--- config.mk ---
export PLATFORM = sky130hd
export DESIGN_NAME = fidq_host
export DESIGN_NICKNAME = d
export VERILOG_FILES = /design/src/common/fidq_pkg.sv /design/src/fidq_host.sv
export SDC_FILE = /design/constraint.sdc
export NUM_CORES = 1
export LEC_CHECK = 0
export BUFFER_PORTS_ARGS = -buffer_cell sky130_fd_sc_hd__buf_2
export CELL_PAD_IN_SITES_DETAIL_PLACEMENT = 1
export CELL_PAD_IN_SITES_GLOBAL_PLACEMENT = 2
export CORE_UTILIZATION = 38
export DETAILED_ROUTE_END_ITERATION = 8
export PLACE_DENSITY = 0.88
export REMOVE_ABC_BUFFERS = 1
export SYNTH_ARGS = -nofsm -noshare
export SYNTH_HDL_FRONTEND = slang
export SYNTH_SLANG_ARGS = --single-unit
--- constraint.sdc ---
create_clock -name CLK_SYS -period 7.1 [get_ports CLK_SYS]
set_input_delay 0.71 -clock CLK_SYS [delete_from_list [all_inputs] [get_ports CLK_SYS]]
set_output_delay 0.71 -clock CLK_SYS [all_outputs]
set_load 0.01 [all_outputs]
--- src/common/fidq_pkg.sv ---
package fidq_pkg;
  // Bus geometry
  localparam int ADDR_W = 20;
  localparam int DATA_W = 16;
  // Command addresses and codes
  localparam logic [19:0] ADR_UNLOCK1 = 20'h05555;
  localparam logic [19:0] ADR_UNLOCK2 = 20'h02aaa;
  localparam logic [19:0] ADR_SHORT_QUERY = 20'h00055;
  localparam logic [19:0] ADR_ANY = 20'h00000;
  localparam logic [15:0] DAT_UNLOCK1 = 16'h00aa;
  localparam logic [15:0] DAT_UNLOCK2 = 16'h0055;
  localparam logic [15:0] CMD_QUERY = 16'h0098;
  localparam logic [15:0] CMD_PROD_ID = 16'h0090;
  localparam logic [15:0] CMD_SECURITY = 16'h0088;
  localparam logic [15:0] CMD_EXIT = 16'h00f0;
  // Identification read addresses
  localparam logic [19:0] ADR_MANUF_ID = 20'h00000;
  localparam logic [19:0] ADR_DEVICE_ID = 20'h00001;
  localparam logic [19:0] ADR_SEC_FACTORY = 20'h00000;
  localparam logic [19:0] ADR_SEC_USER = 20'h00008;
  // Timing at 100 MHz
  localparam int CLK_PERIOD_NS = 10;
  localparam int T_SETUP_NS = 30;
  localparam int T_STROBE_NS = 40;
  localparam int T_ACCESS_NS = 70;
  localparam int T_HOLD_NS = 20;
  localparam int T_RESET_NS = 1000;
  localparam int T_RECOVER_NS = 1000;
  localparam int CYC_SETUP = (T_SETUP_NS + CLK_PERIOD_NS - 1) / CLK_PERIOD_NS;
  localparam int CYC_STROBE = (T_STROBE_NS + CLK_PERIOD_NS - 1) / CLK_PERIOD_NS;
  localparam int CYC_ACCESS = (T_ACCESS_NS + CLK_PERIOD_NS - 1) / CLK_PERIOD_NS + 2;
  localparam int CYC_HOLD = (T_HOLD_NS + CLK_PERIOD_NS - 1) / CLK_PERIOD_NS;
  localparam int CYC_RESET = (T_RESET_NS + CLK_PERIOD_NS - 1) / CLK_PERIOD_NS;
  localparam int CYC_RECOVER = (T_RECOVER_NS + CLK_PERIOD_NS - 1) / CLK_PERIOD_NS;
  localparam int CNT_W = 8;
  // Host operations
  typedef enum logic [3:0] {
    OP_READ,
    OP_WRITE,
    OP_ENTER_QUERY,
    OP_ENTER_QUERY_SHORT,
    OP_ENTER_PROD_ID,
    OP_ENTER_SECURITY,
    OP_EXIT,
    OP_EXIT_SHORT,
    OP_HW_RESET
  } fidq_op_t;
  // Device mode as tracked by the host
  typedef enum logic [1:0] {
    MODE_ARRAY,
    MODE_QUERY,
    MODE_PROD_ID,
    MODE_SECURITY
  } fidq_mode_t;
endpackage

--- src/fidq_host.sv ---
module fidq_host
  import fidq_pkg::*;
#(
  parameter int AW = ADDR_W,
  parameter int DW = DATA_W
)
(
  // Clock and reset
  input wire logic CLK_SYS,
  input wire logic RESET,
  // Request side
  input wire logic REQ_VALID,
  input wire fidq_op_t REQ_OP,
  input wire logic [AW-1:0] REQ_ADDR,
  input wire logic [DW-1:0] REQ_WDATA,
  output logic REQ_READY,
  output logic RSP_VALID,
  output logic [DW-1:0] RSP_RDATA,
  output fidq_mode_t MODE,
  // Flash pins
  output logic [AW-1:0] FL_ADDR,
  input wire logic [DW-1:0] FL_DQ_IN,
  output logic [DW-1:0] FL_DQ_OUT,
  output logic FL_DQ_OE,
  output logic FL_CE_N,
  output logic FL_OE_N,
  output logic FL_WE_N,
  output logic FL_RST_N
);

  // Command words are fixed at 20/16 bits, and the counter must reach the reset times
  if (AW != ADDR_W || DW != DATA_W || CYC_RESET >= (1 << CNT_W) || CYC_RECOVER >= (1 << CNT_W))
  begin : g_bad_params
    $error("fidq_host: unsupported bus width or counter range");
  end

  typedef enum {
    ST_IDLE,
    ST_SETUP,
    ST_STROBE,
    ST_HOLD,
    ST_READ_WAIT,
    ST_RST_LOW,
    ST_RST_RECOVER
  } fidq_state_t;

  fidq_state_t state_q;
  fidq_op_t op_q;
  logic [1:0] step_q;
  logic [1:0] nsteps_q;
  logic [CNT_W-1:0] cnt_q;
  logic [AW-1:0] addr_q;
  logic [DW-1:0] wdata_q;
  logic [DW-1:0] dq_s1_q;
  logic [DW-1:0] dq_s2_q;

  // Number of bus writes an operation needs, minus one
  function automatic logic [1:0] op_steps(input fidq_op_t op);
    case (op)
      OP_ENTER_QUERY, OP_ENTER_PROD_ID, OP_ENTER_SECURITY, OP_EXIT: op_steps = 2'd2;
      default: op_steps = 2'd0;
    endcase
  endfunction

  // Command code for the last write of a sequence
  function automatic logic [DW-1:0] op_code(input fidq_op_t op);
    case (op)
      OP_ENTER_QUERY, OP_ENTER_QUERY_SHORT: op_code = CMD_QUERY;
      OP_ENTER_PROD_ID: op_code = CMD_PROD_ID;
      OP_ENTER_SECURITY: op_code = CMD_SECURITY;
      default: op_code = CMD_EXIT;
    endcase
  endfunction

  // Address and data of one step of an unlock sequence
  function automatic logic [AW+DW-1:0] step_word(input fidq_op_t op, input logic [1:0] step,
                                                 input logic [AW-1:0] a, input logic [DW-1:0] d);
    logic [AW-1:0] sa;
    logic [DW-1:0] sd;
    sa = ADR_UNLOCK1;
    sd = DAT_UNLOCK1;
    case (op)
      OP_WRITE:
      begin
        sa = a;
        sd = d;
      end
      OP_ENTER_QUERY_SHORT:
      begin
        sa = ADR_SHORT_QUERY;
        sd = CMD_QUERY;
      end
      OP_EXIT_SHORT:
      begin
        sa = ADR_ANY;
        sd = CMD_EXIT;
      end
      default:
      begin
        if (step == 2'd1)
        begin
          sa = ADR_UNLOCK2;
          sd = DAT_UNLOCK2;
        end
        else if (step == 2'd2)
        begin
          sa = ADR_UNLOCK1;
          sd = op_code(op);
        end
      end
    endcase
    step_word = {sa, sd};
  endfunction

  // Pin inputs pass two flip-flops before use
  always_ff @(posedge CLK_SYS or posedge RESET)
  begin
    if (RESET)
    begin
      dq_s1_q <= '0;
      dq_s2_q <= '0;
    end
    else
    begin
      dq_s1_q <= FL_DQ_IN;
      dq_s2_q <= dq_s1_q;
    end
  end

  // Bus cycle sequencer
  always_ff @(posedge CLK_SYS or posedge RESET)
  begin
    if (RESET)
    begin
      state_q <= ST_IDLE;
      op_q <= OP_READ;
      step_q <= 2'd0;
      nsteps_q <= 2'd0;
      cnt_q <= '0;
      addr_q <= '0;
      wdata_q <= '0;
      REQ_READY <= 1'b0;
      RSP_VALID <= 1'b0;
      RSP_RDATA <= '0;
      FL_ADDR <= '0;
      FL_DQ_OUT <= '0;
      FL_DQ_OE <= 1'b0;
      FL_CE_N <= 1'b1;
      FL_OE_N <= 1'b1;
      FL_WE_N <= 1'b1;
      FL_RST_N <= 1'b1;
    end
    else
    begin
      RSP_VALID <= 1'b0;
      case (state_q)
        ST_IDLE:
        begin
          REQ_READY <= 1'b1;
          FL_CE_N <= 1'b1;
          FL_OE_N <= 1'b1;
          FL_WE_N <= 1'b1;
          FL_DQ_OE <= 1'b0;
          if (REQ_VALID && REQ_READY)
          begin
            REQ_READY <= 1'b0;
            op_q <= REQ_OP;
            addr_q <= REQ_ADDR;
            wdata_q <= REQ_WDATA;
            step_q <= 2'd0;
            nsteps_q <= op_steps(REQ_OP);
            cnt_q <= '0;
            if (REQ_OP == OP_HW_RESET)
            begin
              FL_RST_N <= 1'b0;
              state_q <= ST_RST_LOW;
            end
            else if (REQ_OP == OP_READ)
            begin
              FL_ADDR <= REQ_ADDR;
              FL_CE_N <= 1'b0;
              FL_OE_N <= 1'b0;
              state_q <= ST_READ_WAIT;
            end
            else
            begin
              {FL_ADDR, FL_DQ_OUT} <= step_word(REQ_OP, 2'd0, REQ_ADDR, REQ_WDATA);
              FL_CE_N <= 1'b0;
              FL_DQ_OE <= 1'b1;
              state_q <= ST_SETUP;
            end
          end
        end
        ST_SETUP:
        begin
          cnt_q <= cnt_q + 1'b1;
          if (cnt_q == CNT_W'(CYC_SETUP - 1))
          begin
            cnt_q <= '0;
            FL_WE_N <= 1'b0;
            state_q <= ST_STROBE;
          end
        end
        ST_STROBE:
        begin
          cnt_q <= cnt_q + 1'b1;
          if (cnt_q == CNT_W'(CYC_STROBE - 1))
          begin
            cnt_q <= '0;
            FL_WE_N <= 1'b1;
            state_q <= ST_HOLD;
          end
        end
        ST_HOLD:
        begin
          cnt_q <= cnt_q + 1'b1;
          if (cnt_q == CNT_W'(CYC_HOLD - 1))
          begin
            cnt_q <= '0;
            if (step_q == nsteps_q)
            begin
              FL_CE_N <= 1'b1;
              FL_DQ_OE <= 1'b0;
              RSP_VALID <= 1'b1;
              state_q <= ST_IDLE;
            end
            else
            begin
              // Whole sequence is issued back to back so no stray write breaks it
              step_q <= step_q + 2'd1;
              {FL_ADDR, FL_DQ_OUT} <= step_word(op_q, step_q + 2'd1, addr_q, wdata_q);
              state_q <= ST_SETUP;
            end
          end
        end
        ST_READ_WAIT:
        begin
          cnt_q <= cnt_q + 1'b1;
          if (cnt_q == CNT_W'(CYC_ACCESS - 1))
          begin
            RSP_RDATA <= dq_s2_q;
            RSP_VALID <= 1'b1;
            FL_CE_N <= 1'b1;
            FL_OE_N <= 1'b1;
            state_q <= ST_IDLE;
          end
        end
        ST_RST_LOW:
        begin
          cnt_q <= cnt_q + 1'b1;
          if (cnt_q == CNT_W'(CYC_RESET - 1))
          begin
            cnt_q <= '0;
            FL_RST_N <= 1'b1;
            state_q <= ST_RST_RECOVER;
          end
        end
        ST_RST_RECOVER:
        begin
          cnt_q <= cnt_q + 1'b1;
          if (cnt_q == CNT_W'(CYC_RECOVER - 1))
          begin
            RSP_VALID <= 1'b1;
            state_q <= ST_IDLE;
          end
        end
        default:
        begin
          state_q <= ST_IDLE;
        end
      endcase
    end
  end

  // Device mode tracking, updated when a sequence completes and set to array mode while a hardware reset recovers
  always_ff @(posedge CLK_SYS or posedge RESET)
  begin
    if (RESET)
    begin
      MODE <= MODE_ARRAY;
    end
    else if (state_q == ST_RST_RECOVER)
    begin
      MODE <= MODE_ARRAY;
    end
    else if (state_q == ST_HOLD && step_q == nsteps_q && cnt_q == CNT_W'(CYC_HOLD - 1))
    begin
      case (op_q)
        OP_ENTER_QUERY, OP_ENTER_QUERY_SHORT: MODE <= MODE_QUERY;
        OP_ENTER_PROD_ID: MODE <= MODE_PROD_ID;
        OP_ENTER_SECURITY: MODE <= MODE_SECURITY;
        // Exit is sent even from array mode to recover a confused device
        OP_EXIT, OP_EXIT_SHORT: MODE <= MODE_ARRAY;
        default: MODE <= MODE;
      endcase
    end
  end

endmodule // fidq_host

After elaboration in Yosys (flattened, before gate mapping). Cells that the tools add are included.

ROM bits: 0. Memory bits (writable): 0. Output and inout port bits: 61. Memories: 0. Bits in latches: 0. Bits in registers: 177.

Shifts and indexed selects: 0. Bitwise logic cells: 0. Mux-type cells: 73. Add/subtract/negate cells: 2. Equality and inequality tests: 43. $lt $le $gt $ge: 0. Reductions and logical operators: 30. Multiply operators: 0. Divide/modulo/power cells: 0.

Operator list (number): 32-bit two-way mux (7); 32-bit case mux with 7 select lines (1); 32-bit by 3-bit equality test with 1-bit output (second input constant) (4); 20-bit case mux with 3 select lines (2); 20-bit two-way mux (5); 16-bit case mux with 3 select lines (2); 16-bit two-way mux (5); 32-bit by 2-bit equality test with 1-bit output (second input constant) (2); 8-bit two-way mux (6); 8-bit case mux with 6 select lines (1); 20-bit case mux with 2 select lines (1); 32-bit by 1-bit equality test with 1-bit output (second input constant) (1); 32-bit by 4-bit equality test with 1-bit output (second input constant) (1); 4-bit by 3-bit equality test with 1-bit output (second input constant) (8); 32-bit logical NOT (1); 16-bit case mux with 2 select lines (1); 2-bit != test (second input constant) (12); 1-bit two-way mux (23); 7-bit case mux with 3 select lines (1); 4-bit by 2-bit equality test with 1-bit output (second input constant) (4); 8-bit by 2-bit equality test with 1-bit output (second input constant) (2); 15-bit two-way mux (1); 2-bit two-way mux (6); 4-bit AND reduction (3); 29 further kinds (48).

Logic depth before layout (Yosys ltp).
Word-level depth: 9. Depth in mapped cells: 9.

Worst setup path before layout. No wires, ideal clock.

Path kind: input port to flip-flop. Start point: in REQ_OP[1]. End point: reg FL_ADDR[10]. Stages: 8. Data arrival time: 2.274 ns. Setup slack: 4.698 ns. Setup time: 0.128 ns. Buffers on the path: 3. Cell sequence: buf_2 -> or2_2 -> clkbuf_1 -> nor2_1 -> a32o_1 -> a21oi_1 -> buf_4 -> mux2_1.

Longest elaborated chain between the ends: 6. Elaborated cells on any way between the ends: 12. Those cells by class: eq/ne (5); mux (5); reduce/logical (2).

Ends and longest elaborated chain: start: declaration (RTL line fidq_host.sv:13) `input wire fidq_op_t REQ_OP,`; 4-bit by 3-bit equality test with 1-bit output, or another cell as far along (RTL line fidq_host.sv:82) `case (op)`; 20-bit case mux with 3 select lines (RTL line fidq_host.sv:82); 20-bit two-way mux (RTL line fidq_host.sv:178) `else if (REQ_OP == OP_READ)`; 20-bit two-way mux (RTL line fidq_host.sv:173) `if (REQ_OP == OP_HW_RESET)`; 20-bit two-way mux (RTL line fidq_host.sv:164) `if (REQ_VALID && REQ_READY)`; 20-bit case mux with 2 select lines (RTL line fidq_host.sv:156) `case (state_q)`; end signal: assignment (RTL line fidq_host.sv:187) `{FL_ADDR, FL_DQ_OUT} <= step_word(REQ_OP, 2'd0, REQ_ADDR, REQ_WDATA);`; end signal: assignment (RTL line fidq_host.sv:231) `{FL_ADDR, FL_DQ_OUT} <= step_word(op_q, step_q + 2'd1, addr_q, wdata_q);`; end: declaration (RTL line fidq_host.sv:21) `output logic [AW-1:0] FL_ADDR,`.

Parallel ways exist; a longest one is shown, timed or not. The select of a mux whose other input is x is not followed. A chain may end at the register's enable or synchronous reset.

Worst setup path in the final report.
Start point: reg state_q[2]. End point: reg FL_ADDR[4].

Longest elaborated chain between the ends: 3. Elaborated cells on any way between the ends: 9. Those cells by class: eq/ne (5); mux (1); reduce/logical (3).

Ends and longest elaborated chain: start: declaration (RTL line fidq_host.sv:47) `fidq_state_t state_q;`; start signal: assignment (RTL line fidq_host.sv:135) `state_q <= ST_IDLE;`; start signal: assignment (RTL line fidq_host.sv:176) `state_q <= ST_RST_LOW;`; start signal: assignment (RTL line fidq_host.sv:183) `state_q <= ST_READ_WAIT;`; 32-bit by 2-bit equality test with 1-bit output / 32-bit logical NOT (equally long branches) (RTL line fidq_host.sv:156); 2-bit != test (no source line) / 2-bit nonzero test (equally long branches); 5-bit AND reduction (no source line).

Parallel ways exist; a longest one is shown, timed or not.

==> qor.yml <==
status: "finished clean"
cp.required_ns: 7.42
cts-root-buf: "clkbuf_16"
drt_drc_violations_left: 0
post-cts-setup-buffers: 0
die_w_um: 132
syn-instance-count: 620
syn-mean-instance-area_um2: 10.4
ios: 120
vias: 5110
initial_core_util: 0.389
wire_per_inst_um: 18.3
tightest_slew_ns: 1.33
ys_types: 66
rsz0062_at_grt: "no"
synth_edf_count: 0
yosysSeqAreaShare: 0.573
grt_first_pass_wirelength_um: 29200
placementRows: 47
fin_setup_tns_ns: 0
grt_max_degree: 93
grt_pass1_vias: 5573
crit_fanout: 47
place_area_um2: 7200
drt_first_pass_iters: 4
fin_hold_ws_ns: 0.350
preCtsSetupSlack_ns: 3.16
cts_buffers: 17
grt_overflow_total: 0
crit_path_start_kind: "flop"
period_minus_slack_ns: 3.88
ant_nets: 0
finalCritPeriodShare: 0.547
swShare: 0.252
globalplace.congestion: 0.812
worst_slack_ns: 3.22
powerDensity_nw_per_um2: 236
numClockSinks: 147
cts_buffer_depth: 2
setup.worst_path.class: "flop to flop"
design_area_um2: 7820
postCtsHoldBufs: 0
clock_latency_ns: 0.43
dieArea_um2: 17400
yosysWarnings: 0
fin_nets: 792
setup_viol: 0
drt-total-wl_um: 17600
cts.clk_slew.worst_paths_ns: 0.07
post-dp-hpwl_um: 11800
arrival_ns: 4.20
power_frac_comb: 0.035
area_growth_pct: 21.7
synth_flop_cell: "dfrtp_1"
final_cells: 961
power_frac_seq: 0.463
drive_gt1_frac: 0.282
skew_ns: 0.0130
power.internal_mw: 1.38
post_cts_resized: 0
ir_drop_uv: 187
die_height_um: 132
placed_cells: 928
port_buffers: 119
viasPerCell: 5.32
hold_class: "flop to flop"
final-hold-violation-count: 0
p_clk_frac: 0.502
cts.htree.levels: 4
core-area_um2: 16500
max-slew-margin-rel: 0.112
antenna_found_initial: 1
synthArstFlopShare: 1.00
drv_slew: 0
leakage_nw: 3.71
switching_power_mw: 0.464
cap_violations: 0
drt_iter0_drc: 214
endpoint_kind: "flop"
timing.fmax_mhz: 258
ys_ff_latch: 147
cts_tree: "built"
syn_area_um2: 6430
track_usage: 0.216
worst max-delay path, cell delays in order (launching register included):
cell     delay (ns)
dfrtp_1        0.60
nor3_2         0.42
nand3_2        0.85
and2_1         0.49
a21oi_2        0.96
mux2_2         0.44
synth_stat cells, drive strengths merged (3+ instances only):
library cell | number | area share
a211oi | 6 | 0.0070
clkbuf | 26 | 0.015
nor4 | 4 | 0.0062
a22oi | 6 | 0.0070
mux2 | 37 | 0.065
nor3 | 16 | 0.015
and2 | 3 | 0.0029
o221ai | 3 | 0.0041
o31ai | 3 | 0.0035
xnor2 | 3 | 0.0041
a21oi | 27 | 0.021
a22o | 9 | 0.012
a2111oi | 3 | 0.0080
a31oi | 3 | 0.0029
ha | 6 | 0.012
nor2 | 46 | 0.027
dfstp | 4 | 0.016
o21ai | 34 | 0.026
nand2 | 144 | 0.084
a221oi | 11 | 0.015
buf | 11 | 0.011
inv | 17 | 0.0099
nand3 | 7 | 0.0054
nor2b | 6 | 0.0058
dfrtp | 143 | 0.56
a311oi | 4 | 0.0064
layout make-up:
| type | instances | area [µm²] |
|---|---|---|
| Tap cell | 220 | 275 |
| Timing Repair Buffer | 125 | 641 |
| Clock buffer | 17 | 425 |
| Inverter | 17 | 68.8 |
| Multi-Input combinational cell | 419 | 2540 |
| Clock inverter | 15 | 190 |
| Antenna cell | 1 | 2.50 |
| Sequential cell | 147 | 3680 |
| Fill cell | 1822 | 8700 |
power groups by stage:
| stage | Clock (mW) | Sequential [mW] | Combinational [mW] |
|---|---|---|---|
| 4_1_cts | 0.944 | 0.854 | 0.0654 |
| 3_5_place_dp | 0 | 0.870 | 0.0650 |
| 2_1_floorplan | 0 | 0.870 | 0.0257 |
| 5_1_grt | 0.971 | 0.855 | 0.0718 |
| 6_report | 0.925 | 0.854 | 0.0639 |
| 3_3_place_gp | 0 | 0.869 | 0.0628 |
flip-flops by register name, indices dropped and copies added, names as in the netlist, 2 cells and up:
register / count
FL_ADDR: 20
addr_q: 20
FL_DQ_OUT: 16
RSP_RDATA: 16
dq_s1_q: 16
dq_s2_q: 16
wdata_q: 16
cnt_q: 8
op_q: 4
state_q: 3
MODE: 2
step_q: 2
layout by cell type (no fill, tap or decap), drive strengths merged, types with 3 or more instances in the layout:
cell type,count
nor3,16
o21ai,34
buf,125
a311oi,4
inv,24
nand3,7
nor4,4
clkinv,5
nor2,46
clkbuf,17
nand2,144
a21oi,27
a221oi,11
a31oi,3
a2111oi,3
dfrtp,143
a22oi,6
o31ai,3
nor2b,6
a22o,9
mux2,37
ha,6
and2,3
xnor2,3
a211oi,6
dfstp,4
o221ai,3
through the flow:
step                total power [mW]  utilization
floorplan                      0.896            -
global placement               0.931        0.436
detailed placement             0.935        0.436
CTS                             1.86        0.473
global route                    1.90        0.473
finish                          1.84        0.473
layer usage:
layer	GRT usage	wire length, µm
met2	0.358	8920
met5	0	0
met4	0.0885	320
met1	0.276	7650
met3	0.0458	705
logic make-up (layout without fill, tap and decap cells):
group / after synthesis / count (layout) / synth area share
flops: 147 / 147 / 0.573
xor+xnor: 4 / 4 / 0.00545
compound gates: 128 / 128 / 0.139
simple gates: 242 / 242 / 0.167
mux: 39 / 39 / 0.0679
buf+inv: 54 / 174 / 0.0356
fa+ha+maj: 6 / 6 / 0.0117
other cells: 0 / 1 / 0
path summary, 6_finish.rpt:
check	from	end	slack, ns	cells past startpoint
max	state_q[2]	FL_ADDR[4]	3.22	5
min	dq_s1_q[15]	dq_s2_q[15]	0.35	0
max reg2reg	state_q[2]	FL_ADDR[4]	3.22	5
min reg2reg	dq_s1_q[15]	dq_s2_q[15]	0.35	0
max in group asynchronous	RESET	dq_s2_q[3]	5.42	3
min in group asynchronous	RESET	FL_ADDR[13]	0.46	2
Power figures use the tool's default switching activity.
